--- src/rtl/ipoc_cfg.svh ---
// Constants for the interrupt pin output control block
`ifndef IPOC_CFG_SVH
`define IPOC_CFG_SVH

// ****************************************************************
// Register map
// ****************************************************************
`define IPOC_OFF_CTRL          12'h000
`define IPOC_CTRL_RESET        32'h00000000

// ****************************************************************
// Field positions of irq_output_control
// ****************************************************************
`define IPOC_INTERVAL_MSB      31
`define IPOC_INTERVAL_LSB      24
`define IPOC_RESTART_BIT       14
`define IPOC_HOLD_BIT          13
`define IPOC_LINE_BIT          12
`define IPOC_PIN_EN_BIT        8
`define IPOC_POLARITY_BIT      4
`define IPOC_CLK_OUT_BIT       1
`define IPOC_DRIVER_BIT        0

// ****************************************************************
// Timing
// ****************************************************************
`define IPOC_CLK_PERIOD_NS     100
`define IPOC_INTERVAL_UNIT_NS  10000
`define IPOC_TICK_CYCLES       (`IPOC_INTERVAL_UNIT_NS / `IPOC_CLK_PERIOD_NS)

`endif

--- src/rtl/ipoc_pkg.sv ---
// Types shared by the interrupt pin output control block
package ipoc_pkg;

  // Pin driver type
  typedef enum logic {
    IPOC_OPEN_DRAIN,
    IPOC_PUSH_PULL
  } ipoc_drv_t;

  // De-assertion interval state
  typedef enum logic {
    IPOC_PASS,
    IPOC_HOLD
  } ipoc_ivl_t;

endpackage : ipoc_pkg

--- src/rtl/ipoc_tick.sv ---
// Prescaler that produces the interval unit enable pulse
module ipoc_tick #(
  parameter int DIV = 100
) (
  // Clock and reset
  input  wire logic pclk,
  input  wire logic presetn,
  // Control
  input  wire logic restart,
  // Enable pulse
  output logic      tick
);

  localparam int CW = $clog2(DIV);

  logic [CW-1:0] cnt_reg;

  // Restart aligns the first pulse to a full unit after a fresh start
  always_ff @(posedge pclk or negedge presetn) begin
    if (!presetn) begin
      cnt_reg <= '0;
      tick    <= 1'b0;
    end else if (restart) begin
      cnt_reg <= '0;
      tick    <= 1'b0;
    end else if (cnt_reg == CW'(DIV - 1)) begin
      cnt_reg <= '0;
      tick    <= 1'b1;
    end else begin
      cnt_reg <= cnt_reg + 1'b1;
      tick    <= 1'b0;
    end
  end

endmodule : ipoc_tick

--- src/rtl/ipoc_top.sv ---
// Interrupt pin output control with APB register access
//
// Contract
// Control register at offset zero, resets zero
// Bits 31:24 set interval, 10 us units
// Zero interval disables, clears counter, releases pending
// Non-zero interval applies to later interrupts
// Restart bit 14 reloads a fresh interval
// Restart bit self-clears; writing zero ignored
// Software reset keeps restart bit
// Bit 13 reads one while interval runs
// Bit 12 shows internal line, ignores enable
// Bit 8 gates interrupts onto pin
// Bit 4 selects push-pull active level
// Open-drain ignores polarity, active low
// Polarity and driver survive digital reset
// Bit 1 puts crystal clock on pin
// Host selects push-pull with clock out
// Bit 0 selects open-drain or push-pull
// Host writes reserved bits as zero
// Interval starts when pin goes inactive
// Power event bypasses the interval
// Internal line is OR of enabled flags
// Pin asserts: line, enable, no interval
// Prescaled 10 us tick counts interval down
//
// Chosen here: register access over APB.
`include "ipoc_cfg.svh"

module ipoc_top #(
  parameter int NSRC    = 8,
  parameter int PWR_SRC = 1,
  parameter int TICK    = `IPOC_TICK_CYCLES
) (
  // APB slave
  input  wire logic        pclk,
  input  wire logic        presetn,
  input  wire logic        psel,
  input  wire logic        penable,
  input  wire logic        pwrite,
  input  wire logic [11:0] paddr,
  input  wire logic [31:0] pwdata,
  output logic      [31:0] prdata,
  output logic             pready,
  output logic             pslverr,
  // Lesser resets, one-cycle pulses
  input  wire logic        digital_reset,
  input  wire logic        soft_reset,
  // Interrupt sources
  input  wire logic [NSRC-1:0] irq_flags,
  input  wire logic [NSRC-1:0] irq_enables,
  // Debug clock
  input  wire logic        xtal_clk,
  // Interrupt pin
  input  wire logic        irq_pin_i,
  output logic             irq_pin_o,
  output logic             irq_pin_oe
);
  import ipoc_pkg::*;

  // ****************************************************************
  // Control state
  // ****************************************************************
  logic [7:0]  interval_reg;
  logic        restart_pend_reg;
  logic        pin_en_reg;
  logic        pin_polarity_reg;
  logic        pin_clock_out_reg;
  ipoc_drv_t   pin_driver_type_reg;
  ipoc_ivl_t   ivl_state_reg;
  logic [7:0]  ivl_cnt_reg;
  logic        pin_assert_reg;
  logic        pin_active_reg;
  logic        tick;
  logic        tick_restart;

  // ****************************************************************
  // APB decode
  // ****************************************************************
  logic        acc;
  logic        hit;
  logic        wr_acc;
  logic        rd_acc;
  logic        lesser_rst;

  // A transfer completes at the edge where our registered pready is seen
  assign acc        = psel && penable && pready;
  assign hit        = (paddr[11:2] == 10'(`IPOC_OFF_CTRL >> 2));
  assign wr_acc     = acc && pwrite && hit;
  assign rd_acc     = psel && penable && !pready && !pwrite;
  assign lesser_rst = digital_reset || soft_reset;

  // ****************************************************************
  // Internal line
  // ****************************************************************
  logic        line;
  logic        pwr_line;
  logic        assert_next;
  logic        fall;
  logic        pin_act_next;

  // Every enabled source feeds the line; the power source alone bypasses holds
  assign line        = |(irq_flags & irq_enables);
  assign pwr_line    = irq_flags[PWR_SRC] && irq_enables[PWR_SRC];
  assign assert_next = pin_en_reg &&
                       (pwr_line || (line && ivl_state_reg == IPOC_PASS));
  assign fall        = pin_assert_reg && !assert_next;
  assign pin_act_next = pin_clock_out_reg ? xtal_clk : assert_next;

  // Read view of the control register; reserved bits read zero
  function automatic logic [31:0] ctrl_view(input logic hold, input logic ln);
    logic [31:0] v;
    v = `IPOC_CTRL_RESET;
    v[`IPOC_INTERVAL_MSB:`IPOC_INTERVAL_LSB] = interval_reg;
    v[`IPOC_RESTART_BIT]  = restart_pend_reg;
    v[`IPOC_HOLD_BIT]     = hold;
    v[`IPOC_LINE_BIT]     = ln;
    v[`IPOC_PIN_EN_BIT]   = pin_en_reg;
    v[`IPOC_POLARITY_BIT] = pin_polarity_reg;
    v[`IPOC_CLK_OUT_BIT]  = pin_clock_out_reg;
    v[`IPOC_DRIVER_BIT]   = (pin_driver_type_reg == IPOC_PUSH_PULL);
    return v;
  endfunction : ctrl_view

  // ****************************************************************
  // APB answer: one wait state, registered data and error
  // ****************************************************************
  always_ff @(posedge pclk or negedge presetn) begin
    if (!presetn) begin
      pready  <= 1'b0;
      pslverr <= 1'b0;
      prdata  <= 32'h00000000;
    end else if (psel && penable && !pready) begin
      pready  <= 1'b1;
      pslverr <= !hit;
      prdata  <= (rd_acc && hit) ? ctrl_view(ivl_state_reg == IPOC_HOLD, line)
                                 : 32'h00000000;
    end else begin
      pready  <= 1'b0;
      pslverr <= 1'b0;
    end
  end

  // ****************************************************************
  // Control fields cleared by every reset
  // ****************************************************************
  always_ff @(posedge pclk or negedge presetn) begin
    if (!presetn) begin
      interval_reg      <= 8'h00;
      pin_en_reg        <= 1'b0;
      pin_clock_out_reg <= 1'b0;
    end else if (lesser_rst) begin
      interval_reg      <= 8'h00;
      pin_en_reg        <= 1'b0;
      pin_clock_out_reg <= 1'b0;
    end else if (wr_acc) begin
      interval_reg      <= pwdata[`IPOC_INTERVAL_MSB:`IPOC_INTERVAL_LSB];
      pin_en_reg        <= pwdata[`IPOC_PIN_EN_BIT];
      pin_clock_out_reg <= pwdata[`IPOC_CLK_OUT_BIT];
    end
  end

  // ****************************************************************
  // Pin style: only the system reset clears it
  // ****************************************************************
  always_ff @(posedge pclk or negedge presetn) begin
    if (!presetn) begin
      pin_polarity_reg    <= 1'b0;
      pin_driver_type_reg <= IPOC_OPEN_DRAIN;
    end else if (wr_acc) begin
      pin_polarity_reg    <= pwdata[`IPOC_POLARITY_BIT];
      pin_driver_type_reg <= pwdata[`IPOC_DRIVER_BIT] ? IPOC_PUSH_PULL
                                                      : IPOC_OPEN_DRAIN;
    end
  end

  // ****************************************************************
  // Restart request: held one cycle, or on through a software reset, then cleared by hardware
  // ****************************************************************
  always_ff @(posedge pclk or negedge presetn) begin
    if (!presetn) begin
      restart_pend_reg <= 1'b0;
    end else if (digital_reset) begin
      restart_pend_reg <= 1'b0;
    end else if (wr_acc && pwdata[`IPOC_RESTART_BIT]) begin
      restart_pend_reg <= 1'b1;
    end else if (!soft_reset) begin
      restart_pend_reg <= 1'b0;
    end
  end

  // ****************************************************************
  // Interval engine
  // ****************************************************************
  logic zero_wr;

  // A zero interval write wins over a restart in the same cycle
  assign zero_wr      = wr_acc && (pwdata[`IPOC_INTERVAL_MSB:`IPOC_INTERVAL_LSB] == 8'h00);
  assign tick_restart = restart_pend_reg || (fall && interval_reg != 8'h00);

  ipoc_tick #(
    .DIV     (TICK)
  ) u_tick (
    .pclk    (pclk),
    .presetn (presetn),
    .restart (tick_restart),
    .tick    (tick)
  );

  // Count down in whole 10 us units from the programmed value
  always_ff @(posedge pclk or negedge presetn) begin
    if (!presetn) begin
      ivl_state_reg <= IPOC_PASS;
      ivl_cnt_reg   <= 8'h00;
    end else if (lesser_rst || zero_wr) begin
      ivl_state_reg <= IPOC_PASS;
      ivl_cnt_reg   <= 8'h00;
    end else if (restart_pend_reg || (fall && interval_reg != 8'h00)) begin
      ivl_state_reg <= (interval_reg != 8'h00) ? IPOC_HOLD : IPOC_PASS;
      ivl_cnt_reg   <= interval_reg;
    end else begin
      unique case (ivl_state_reg)
        IPOC_PASS: begin
          ivl_cnt_reg <= 8'h00;
        end
        IPOC_HOLD: begin
          if (tick) begin
            ivl_cnt_reg <= ivl_cnt_reg - 8'h01;
            if (ivl_cnt_reg <= 8'h01) begin
              ivl_state_reg <= IPOC_PASS;
            end
          end
        end
      endcase
    end
  end

  // ****************************************************************
  // Pin driver, registered so the pin never glitches on decode
  // ****************************************************************
  always_ff @(posedge pclk or negedge presetn) begin
    if (!presetn) begin
      pin_assert_reg <= 1'b0;
      pin_active_reg <= 1'b0;
      irq_pin_o      <= 1'b0;
      irq_pin_oe     <= 1'b0;
    end else begin
      pin_assert_reg <= assert_next;
      pin_active_reg <= pin_act_next;
      if (pin_driver_type_reg == IPOC_PUSH_PULL) begin
        irq_pin_o  <= pin_polarity_reg ? pin_act_next : !pin_act_next;
        irq_pin_oe <= 1'b1;
      end else begin
        // Shared line: only ever pull low, the polarity bit has no say
        irq_pin_o  <= 1'b0;
        irq_pin_oe <= pin_act_next;
      end
    end
  end
endmodule : ipoc_top

--- config.mk ---
export PLATFORM = sky130hd
export DESIGN_NAME = ipoc_top
export DESIGN_NICKNAME = d
export VERILOG_FILES = /design/src/rtl/ipoc_pkg.sv /design/src/rtl/ipoc_tick.sv /design/src/rtl/ipoc_top.sv
export VERILOG_INCLUDE_DIRS = /design/src /design/src/rtl
export SDC_FILE = /design/constraint.sdc
export NUM_CORES = 1
export LEC_CHECK = 0
export BUFFER_PORTS_ARGS = -buffer_cell sky130_fd_sc_hd__buf_2
export CAP_MARGIN = 20
export CORE_MARGIN = 2
export CORE_UTILIZATION = 51
export DETAILED_ROUTE_END_ITERATION = 10
export PLACE_DENSITY = 0.84
export SETUP_SLACK_MARGIN = 0.05
export SLEW_MARGIN = 20
export SYNTH_ARGS = -nofsm -noshare
export SYNTH_HDL_FRONTEND = slang
export SYNTH_SLANG_ARGS = --single-unit
export TNS_END_PERCENT = 50
--- constraint.sdc ---
create_clock -name pclk -period 3.88 [get_ports pclk]
set_input_delay 0.388 -clock pclk [delete_from_list [all_inputs] [get_ports pclk]]
set_output_delay 0.388 -clock pclk [all_outputs]
set_load 0.05 [all_outputs]
==> results of run 1 <==
[power by group through the flow]
stage	Sequential (W)	Combinational, W	Clock [W]
floorplan	0.000559	0.0000770	0
global placement	0.000557	0.000106	0
detailed placement	0.000559	0.000108	0
CTS	0.000548	0.000108	0.000362
global route	0.000551	0.000119	0.000391
finish	0.000549	0.000108	0.000357
[final timing paths]
check	slack (ns)	endpoint
worst max-delay path	1.94	ivl_cnt_reg[7]
worst min-delay path	0.09	pin_en_reg
worst max register to register	1.94	ivl_cnt_reg[7]
worst min register to register	0.46	u_tick.cnt_reg[0]
max in group asynchronous	3.39	ivl_cnt_reg[1]
min in group pclk	0.25	restart_pend_reg
[stage by stage]
step / cells / util (%) / power (W) / area, sq um
2_1_floorplan: 252 / - / 0.000637 / 2560
5_1_grt: 366 / 61.3 / 0.00106 / 2900
3_3_place_gp: 358 / 59.0 / 0.000663 / 2790
6_report: 366 / 61.3 / 0.00101 / 2900
4_1_cts: 366 / 61.2 / 0.00102 / 2890
3_5_place_dp: 358 / 59.0 / 0.000667 / 2790
[critical path: cells and delay by family (launching register included)]
| kind | cells | cell delay [ns] |
|---|---|---|
| AOI/OAI and AO/OA | 3 | 0.86 |
| DFF | 1 | 0.44 |
| and+or+nand+nor | 2 | 0.55 |
[placed cells by master, fill, tap and decap left out, drive strengths merged, types with 2 or more instances in the layout]
master,netlist,final
buf,25,66
dfrtp,50,50
nor2,21,21
conb,1,17
nand2,14,14
nand3,11,11
inv,10,10
a22o,10,10
mux2i,10,10
a21oi,8,8
o21ai,7,7
or2,7,7
clkbuf,2,7
xor2,6,6
xnor2,6,6
nor4,6,6
a22oi,5,5
o221ai,5,5
nor3,4,4
and2,3,3
ha,3,3
a31oi,2,2
mux2,2,2
[layout make-up]
type / count / area [sq um]
Fill cell: 396 / 1830
Clock inverter: 1 / 30.0
Tap cell: 67 / 83.8
Multi-Input combinational cell: 165 / 1080
Inverter: 10 / 37.5
Timing Repair Buffer: 66 / 335
Sequential cell: 50 / 1250
Clock buffer: 7 / 76.3
[cell families after synthesis]
logic type	share of synthesized area (%)
AND/OR/NAND/NOR	16.3
flip-flops	50.0
AO/OA/AOI/OAI	13.8
buffers and inverters	9.15
XOR/XNOR	4.20
multiplexers	4.90
adder cells (fa/ha/maj)	1.50
other	0.150
[metal layers]
metal	track usage, %	vias to the layer above	share of wire (%)
li1	-	921	-
met1	27.4	950	43
met2	36.0	76	49
met3	4.61	10	6.0
met4	7.68	0	1.6
met5	0	-	0
==> reports/qor.csv, run 1 <==
stage,metric,value,unit
power,p_per_area,350,nW/um^2
yosys,syn_area_per_cell,10.6,sq um
drt,routed_via_density,5.35,
yosys,synth-seq-cells,50,
clocking,htree_levels,2,
place,dpl.hpwl,3.99,mm
yosys,synth_top_area_cell,dfrtp_1,
layout,fin_nets,370,
yosys,netlist_top_cells_count,"50 x dfrtp_1, 21 x buf_4, 20 x nor2_1",
sta,fin_crit,1.94,ns
worst_setup_path,cp.arrival,2.15,ns
drt,drtIter0Drc,118,
worst_setup_path,crit_type,flop to flop,
floorplanning,io-pin-count,105,
flow_run,maxCapViolCount,0,
drt,wirelength,5.33,mm
yosys,netlist.area_leader.share,50.0,%
global_routing,grt_pass1_wl,8.78,mm
sta,clock_skew,0.00581,ns
worst_setup_path,crit_path_top_delay_cell,o22ai_2,
drt,drcViolationCount,0,
clocking,clock_sinks,50,
sta,max_clock_freq,0.516,GHz
place,gp_congestion,0.829,
yosys,synth_area_leaders,"dfrtp_1 50%, buf_4 6.3%, mux2i_1 4.0%",
sta,drv_slew,0,
drt,wl_per_cell,14.6,microns
yosys,synth_cell_types,48,
layout,syn_to_final_growth,15.8,%
power,p_int,0.000759,W
layout,largest_reg_flops,15,
global_routing,overflow,0,
yosys,yosys_warnings,0,
power,p_leak,1.45,nW
worst_setup_path,path_max_fanout,13,
floorplanning,num_rows,25,
layout,insertedDiodeCount,0,
global_routing,track_usage,21.4,%
clocking,ctsHoldBuffers,0,
floorplanning,dieWidth,74.0,microns
layout,drive_gt1_share,30.4,%
yosys,dominantRegCellSynth,dfrtp_1,
clocking,postCtsSetupBuffers,0,
clocking,cts_buffer_depth,2,
sta,tightest_slew,0.690,ns
power,seqPwrFrac,54.1,%
drt,vias,1957,
worst_setup_path,reg2reg_depth,5,
power,switchingPower,0.000255,W
sta,rsz0062_at_grt,false,
place,preCtsSetupSlack,1.82,ns
clocking,clk_pin_slew,0.09,ns
power,ir_drop,0.245,mV
yosys,async_reset_ff_share,100,%
floorplanning,dieArea,5480,sq um
worst_setup_path,max_stage_delay,0.48,ns
yosys,synth_seq_area_share,50.0,%
worst_setup_path,required,4.10,ns
worst_setup_path,crit_path_cell_trace,"nor4_2, a21boi_2, o22ai_2, nand3_1, a21oi_1",
place,io_buffer_count,65,
worst_setup_path,cp-end-kind,flop,
worst_setup_path,startpoint_type,flop,
clocking,cts_resized,0,
sta,setup_ws,1.94,ns
global_routing,grt_max_degree,51,
worst_setup_path,r2r-start,interval_reg[4],
power,clock_power_share,35.2,%
sta,hold_violations,0,
global_routing,antenna_found_initial,0,
worst_setup_path,startpoint,interval_reg[4],
yosys,synth_edf_count,0,
clocking,cts_tree,done,
sta,max_slew_margin,53.9,%
clocking,cts_root_buffer,clkbuf_8,
sta,min_period_over_period,49.9,%
yosys,syn_area,2500,sq um
drt,antenna_left,0,
power,power_frac_comb,10.6,%
clocking,cts_buffers,5,
drt,first_pass_iters,6,
sta,setup_violations,0,
global_routing,grt_pass1_vias,1914,
floorplanning,start_util,53.0,%
worst_hold_path,hold_path_class,input pin to async pin,
sta,holdWs,0.0919,ns
floorplanning,coreArea,4720,sq um
power,p_sw_share,25.1,%
yosys,syn_inst,236,
floorplanning,die_y,74.0,microns
sta,fin_setup_tns,0,ns
clocking,worstSkewPairLatency,0.30,ns
outcome,status,"complete, no violations",
yosys,yosysMostFrequentCell,dfrtp_1,
No activity file was read; power rests on OpenSTA's default activity.
==> inputs of run 2 (changes only) <==
ABC_AREA = 1   (was unset)
CORE_UTILIZATION = 49   (was 51)
PLACE_DENSITY = 0.81   (was 0.84)
clock period = 2.02 ns   (was 3.88 ns; I/O delays follow)
==> run 2 against run 1 <==
Against the previous run:
- worst setup slack got worse by 1.6 ns
- final cell count rose by 26%
- area after synthesis rose by 5.5%
- synthesized cell count rose by 37%
- sequential power rose by 100%
- via count rose by 14%
- wire length rose by 5.6%
- register-to-register slack got worse by 1.6 ns
- sequential share of layout area fell by 2.3 points
- total power rose by 100%
- highest routed layer unchanged
==> reports/qor.csv, run 2 <==
stage,metric,value,unit,change
yosys,synth_edf_count,0,,unchanged
layout,final_common_cell,nand2_1,,
worst_setup_path,crit_type,flop to flop,,
place,dpl.hpwl,4.25,mm,+6.6%
clocking,clock_sinks,50,,unchanged
layout,largest_reg_flops,15,,unchanged
drt,wirelength,5.63,mm,+5.6%
floorplanning,dieArea,5990,sq um,+9.2%
yosys,synth_top_area_cell,dfrtp_1,,
global_routing,grt_pass1_vias,2186,,+14%
floorplanning,io-pin-count,105,,unchanged
yosys,netlist_top_cells_count,"73 x nand2_1, 50 x dfrtp_1, 43 x nand3_1",,
global_routing,grt_pass1_wl,9.63,mm,+9.8%
layout,design_area,3060,sq um,+5.7%
sta,clock_skew,0.00719,ns,+0.00138 ns
clocking,cts_root_buffer,clkbuf_8,,
sta,setup_violations,0,,unchanged
sta,max_slew_margin,63.1,%,+9.2 points
sta,fin_crit,1.64,ns,-0.295 ns
layout,multi_input_area,1150,sq um,+6.7%
worst_setup_path,required,2.26,ns,-1.84 ns
sta,fin_setup_tns,0,ns,unchanged
global_routing,antenna_found_initial,0,,unchanged
clocking,clk_pin_slew,0.09,ns,about the same
sta,hold_violations,0,,unchanged
floorplanning,start_util,51.3,%,-1.6 points
worst_setup_path,crit_path_cell_trace,"inv_1, nand4_1, nor2_1, nor2_2, nand2_4, nand2_8, nor2_4, nand3_1, nand2_1",,
yosys,syn_inst,323,,+37%
yosys,syn_area_per_cell,8.17,sq um,-23%
floorplanning,dieWidth,77.4,microns,+4.5%
yosys,async_reset_ff_share,100,%,unchanged
drt,vias,2222,,+14%
yosys,synth_cell_types,30,,-38%
place,placed_area,2960,sq um,+6.1%
worst_hold_path,hold_start,digital_reset,,
layout,layoutNonFillerInstCount,462,,+26%
worst_setup_path,cp.arrival,1.88,ns,-0.27 ns
worst_setup_path,crit_path_top_delay_cell,dfrtp_1,,
sta,drv_slew,0,,unchanged
yosys,synth_seq_area_share,47.4,%,-2.6 points
layout,seqCellArea,1250,sq um,unchanged
power,p_leak,1.65,nW,+14%
global_routing,track_usage,20.1,%,-1.3 points
layout,drive_gt1_share,23.2,%,-7.2 points
worst_setup_path,max_stage_delay,0.39,ns,-0.09 ns
yosys,yosys_warnings,0,,unchanged
drt,first_pass_iters,4,,-2
drt,drtIter0Drc,137,,+16%
layout,num-fill-cells,464,,+17%
clocking,cts_buffers,5,,unchanged
worst_setup_path,startpoint_type,flop,,
global_routing,grt_max_degree,25,,-51%
place,gp_congestion,0.847,,+2.1%
floorplanning,die_y,77.4,microns,+4.5%
worst_setup_path,startpoint,interval_reg[3],,
drt,drcViolationCount,0,,unchanged
layout,fin_nets,463,,+25%
clocking,cts_tree,done,,
clocking,htree_levels,2,,unchanged
yosys,netlist.area_leader.share,47.4,%,-2.6 points
drt,antenna_left,0,,unchanged
power,p_total,0.00206,W,+100%
yosys,synth-seq-cells,50,,unchanged
sta,max_clock_freq,0.609,GHz,+18%
outcome,status,"complete, no violations",,
floorplanning,num_rows,26,,+4.0%
layout,insertedDiodeCount,0,,unchanged
place,io_buffer_count,65,,unchanged
worst_setup_path,path_max_fanout,15,,+2
sta,tightest_slew,0.553,ns,-0.136 ns
drt,wl_per_cell,12.2,microns,-16%
clocking,cts_buffer_depth,2,,unchanged
clocking,worstSkewPairLatency,0.30,ns,about the same
worst_setup_path,r2r-start,interval_reg[3],,
flow_run,maxCapViolCount,0,,unchanged
power,p_per_area,674,nW/um^2,+92%
yosys,yosysMostFrequentCell,nand2_1,,
place,placed_cells,453,,+27%
global_routing,overflow,0,,unchanged
layout,syn_to_final_growth,16.1,%,
sta,min_period_over_period,81.3,%,+31 points
drt,routed_via_density,4.81,,-10%
layout,layout_common_cells,"73 x nand2_1, 65 x buf_2, 50 x dfrtp_1, 43 x nand3_1, 38 x nor2_1",,
worst_hold_path,hold_path_class,input pin to flop,,
worst_setup_path,cp-end-kind,flop,,
yosys,dominantRegCellSynth,dfrtp_1,,
yosys,synth_area_leaders,"dfrtp_1 47%, nand2_1 10%, nand3_1 8.2%",,
clocking,postCtsSetupBuffers,0,,unchanged
power,ir_drop,0.404,mV,+65%
yosys,syn_area,2640,sq um,+5.5%
floorplanning,coreArea,5140,sq um,+8.8%
sta,rsz0062_at_grt,false,,
[run 2: cell types whose count changed after synthesis, sizes merged, moves of 5 or more]
cell / previous run / this run
nor2: 21 / 43
o221ai: 5 / 0
nor4: 6 / 0
inv: 10 / 29
a22o: 10 / 0
mux2i: 10 / 0
o21ai: 7 / 26
or2: 7 / 0
nand3: 11 / 43
nand2: 14 / 80
a22oi: 5 / 0
[run 2: per-layer routing]
layer  share of wire, %  wire, microns  track usage, %
met5                  0              0               0
met4                1.4             80            6.96
met3                5.5            308            3.60
met2                 50           2810            34.6
met1                 43           2430            25.7
[run 2: worst max-delay path, delay by kind of cell (launching register included)]
kind          cells  cell delay, ns
buf+inv           1            0.12
flops             1            0.39
simple gates      8            1.06
[run 2: logic make-up after synthesis]
| kind of cell | synth area share, % |
|---|---|
| AND/OR/NAND/NOR | 30.4 |
| buffers and inverters | 11.1 |
| flip-flops | 47.4 |
| AO/OA/AOI/OAI | 6.55 |
| XOR/XNOR | 2.99 |
| adder cells (fa/ha/maj) | 1.42 |
| other | 0.142 |
[run 2: worst paths after layout]
check                                    end  slack [ns]  cells past startpoint
min in group asynchronous   pin_polarity_reg        0.38                      2
max in group asynchronous         prdata[29]        1.04                      3
setup / recovery              ivl_cnt_reg[5]        0.38                      9
hold reg to reg            u_tick.cnt_reg[0]        0.48                      1
setup reg to reg              ivl_cnt_reg[5]        0.38                      9
hold / removal              restart_pend_reg        0.07                      2
[run 2: stage by stage]
| step | util (%) | hold WS, ns | worst slack (ns) |
|---|---|---|---|
| 6_report | 59.6 | 0.0719 | 0.379 |
| 5_1_grt | 59.6 | 0.0686 | 0.221 |
| 4_1_cts | 59.6 | 0.0653 | 0.381 |
| 3_5_place_dp | 57.5 | 0.200 | 0.408 |
| 3_3_place_gp | 57.5 | 0.202 | 0.456 |
| 2_1_floorplan | - | -0.0936 | 0.508 |
[run 2: area by class of cell]
type | count | share of cell area (%)
clock inverter | 1 | 0.286
inverter | 29 | 3.56
sequential | 50 | 40.9
clock buffer | 7 | 2.82
timing repair buffer | 70 | 11.9
tap | 70 | 2.86
multi-input combinational | 235 | 37.7
[run 2: repair_timing]
item                                   in CTS  in global routing
endpoints found under the hold margin      22                  0
gates resized for setup                     0                  0
hold buffers                                1                  0
[run 2: power by group]
group,leakage (nW),internal (W),switching [W]
Sequential,0.665,0.00106,0.0000523
Clock,0.0489,0.000283,0.000326
Combinational,0.938,0.000125,0.000213
Total,1.65,0.00147,0.000592
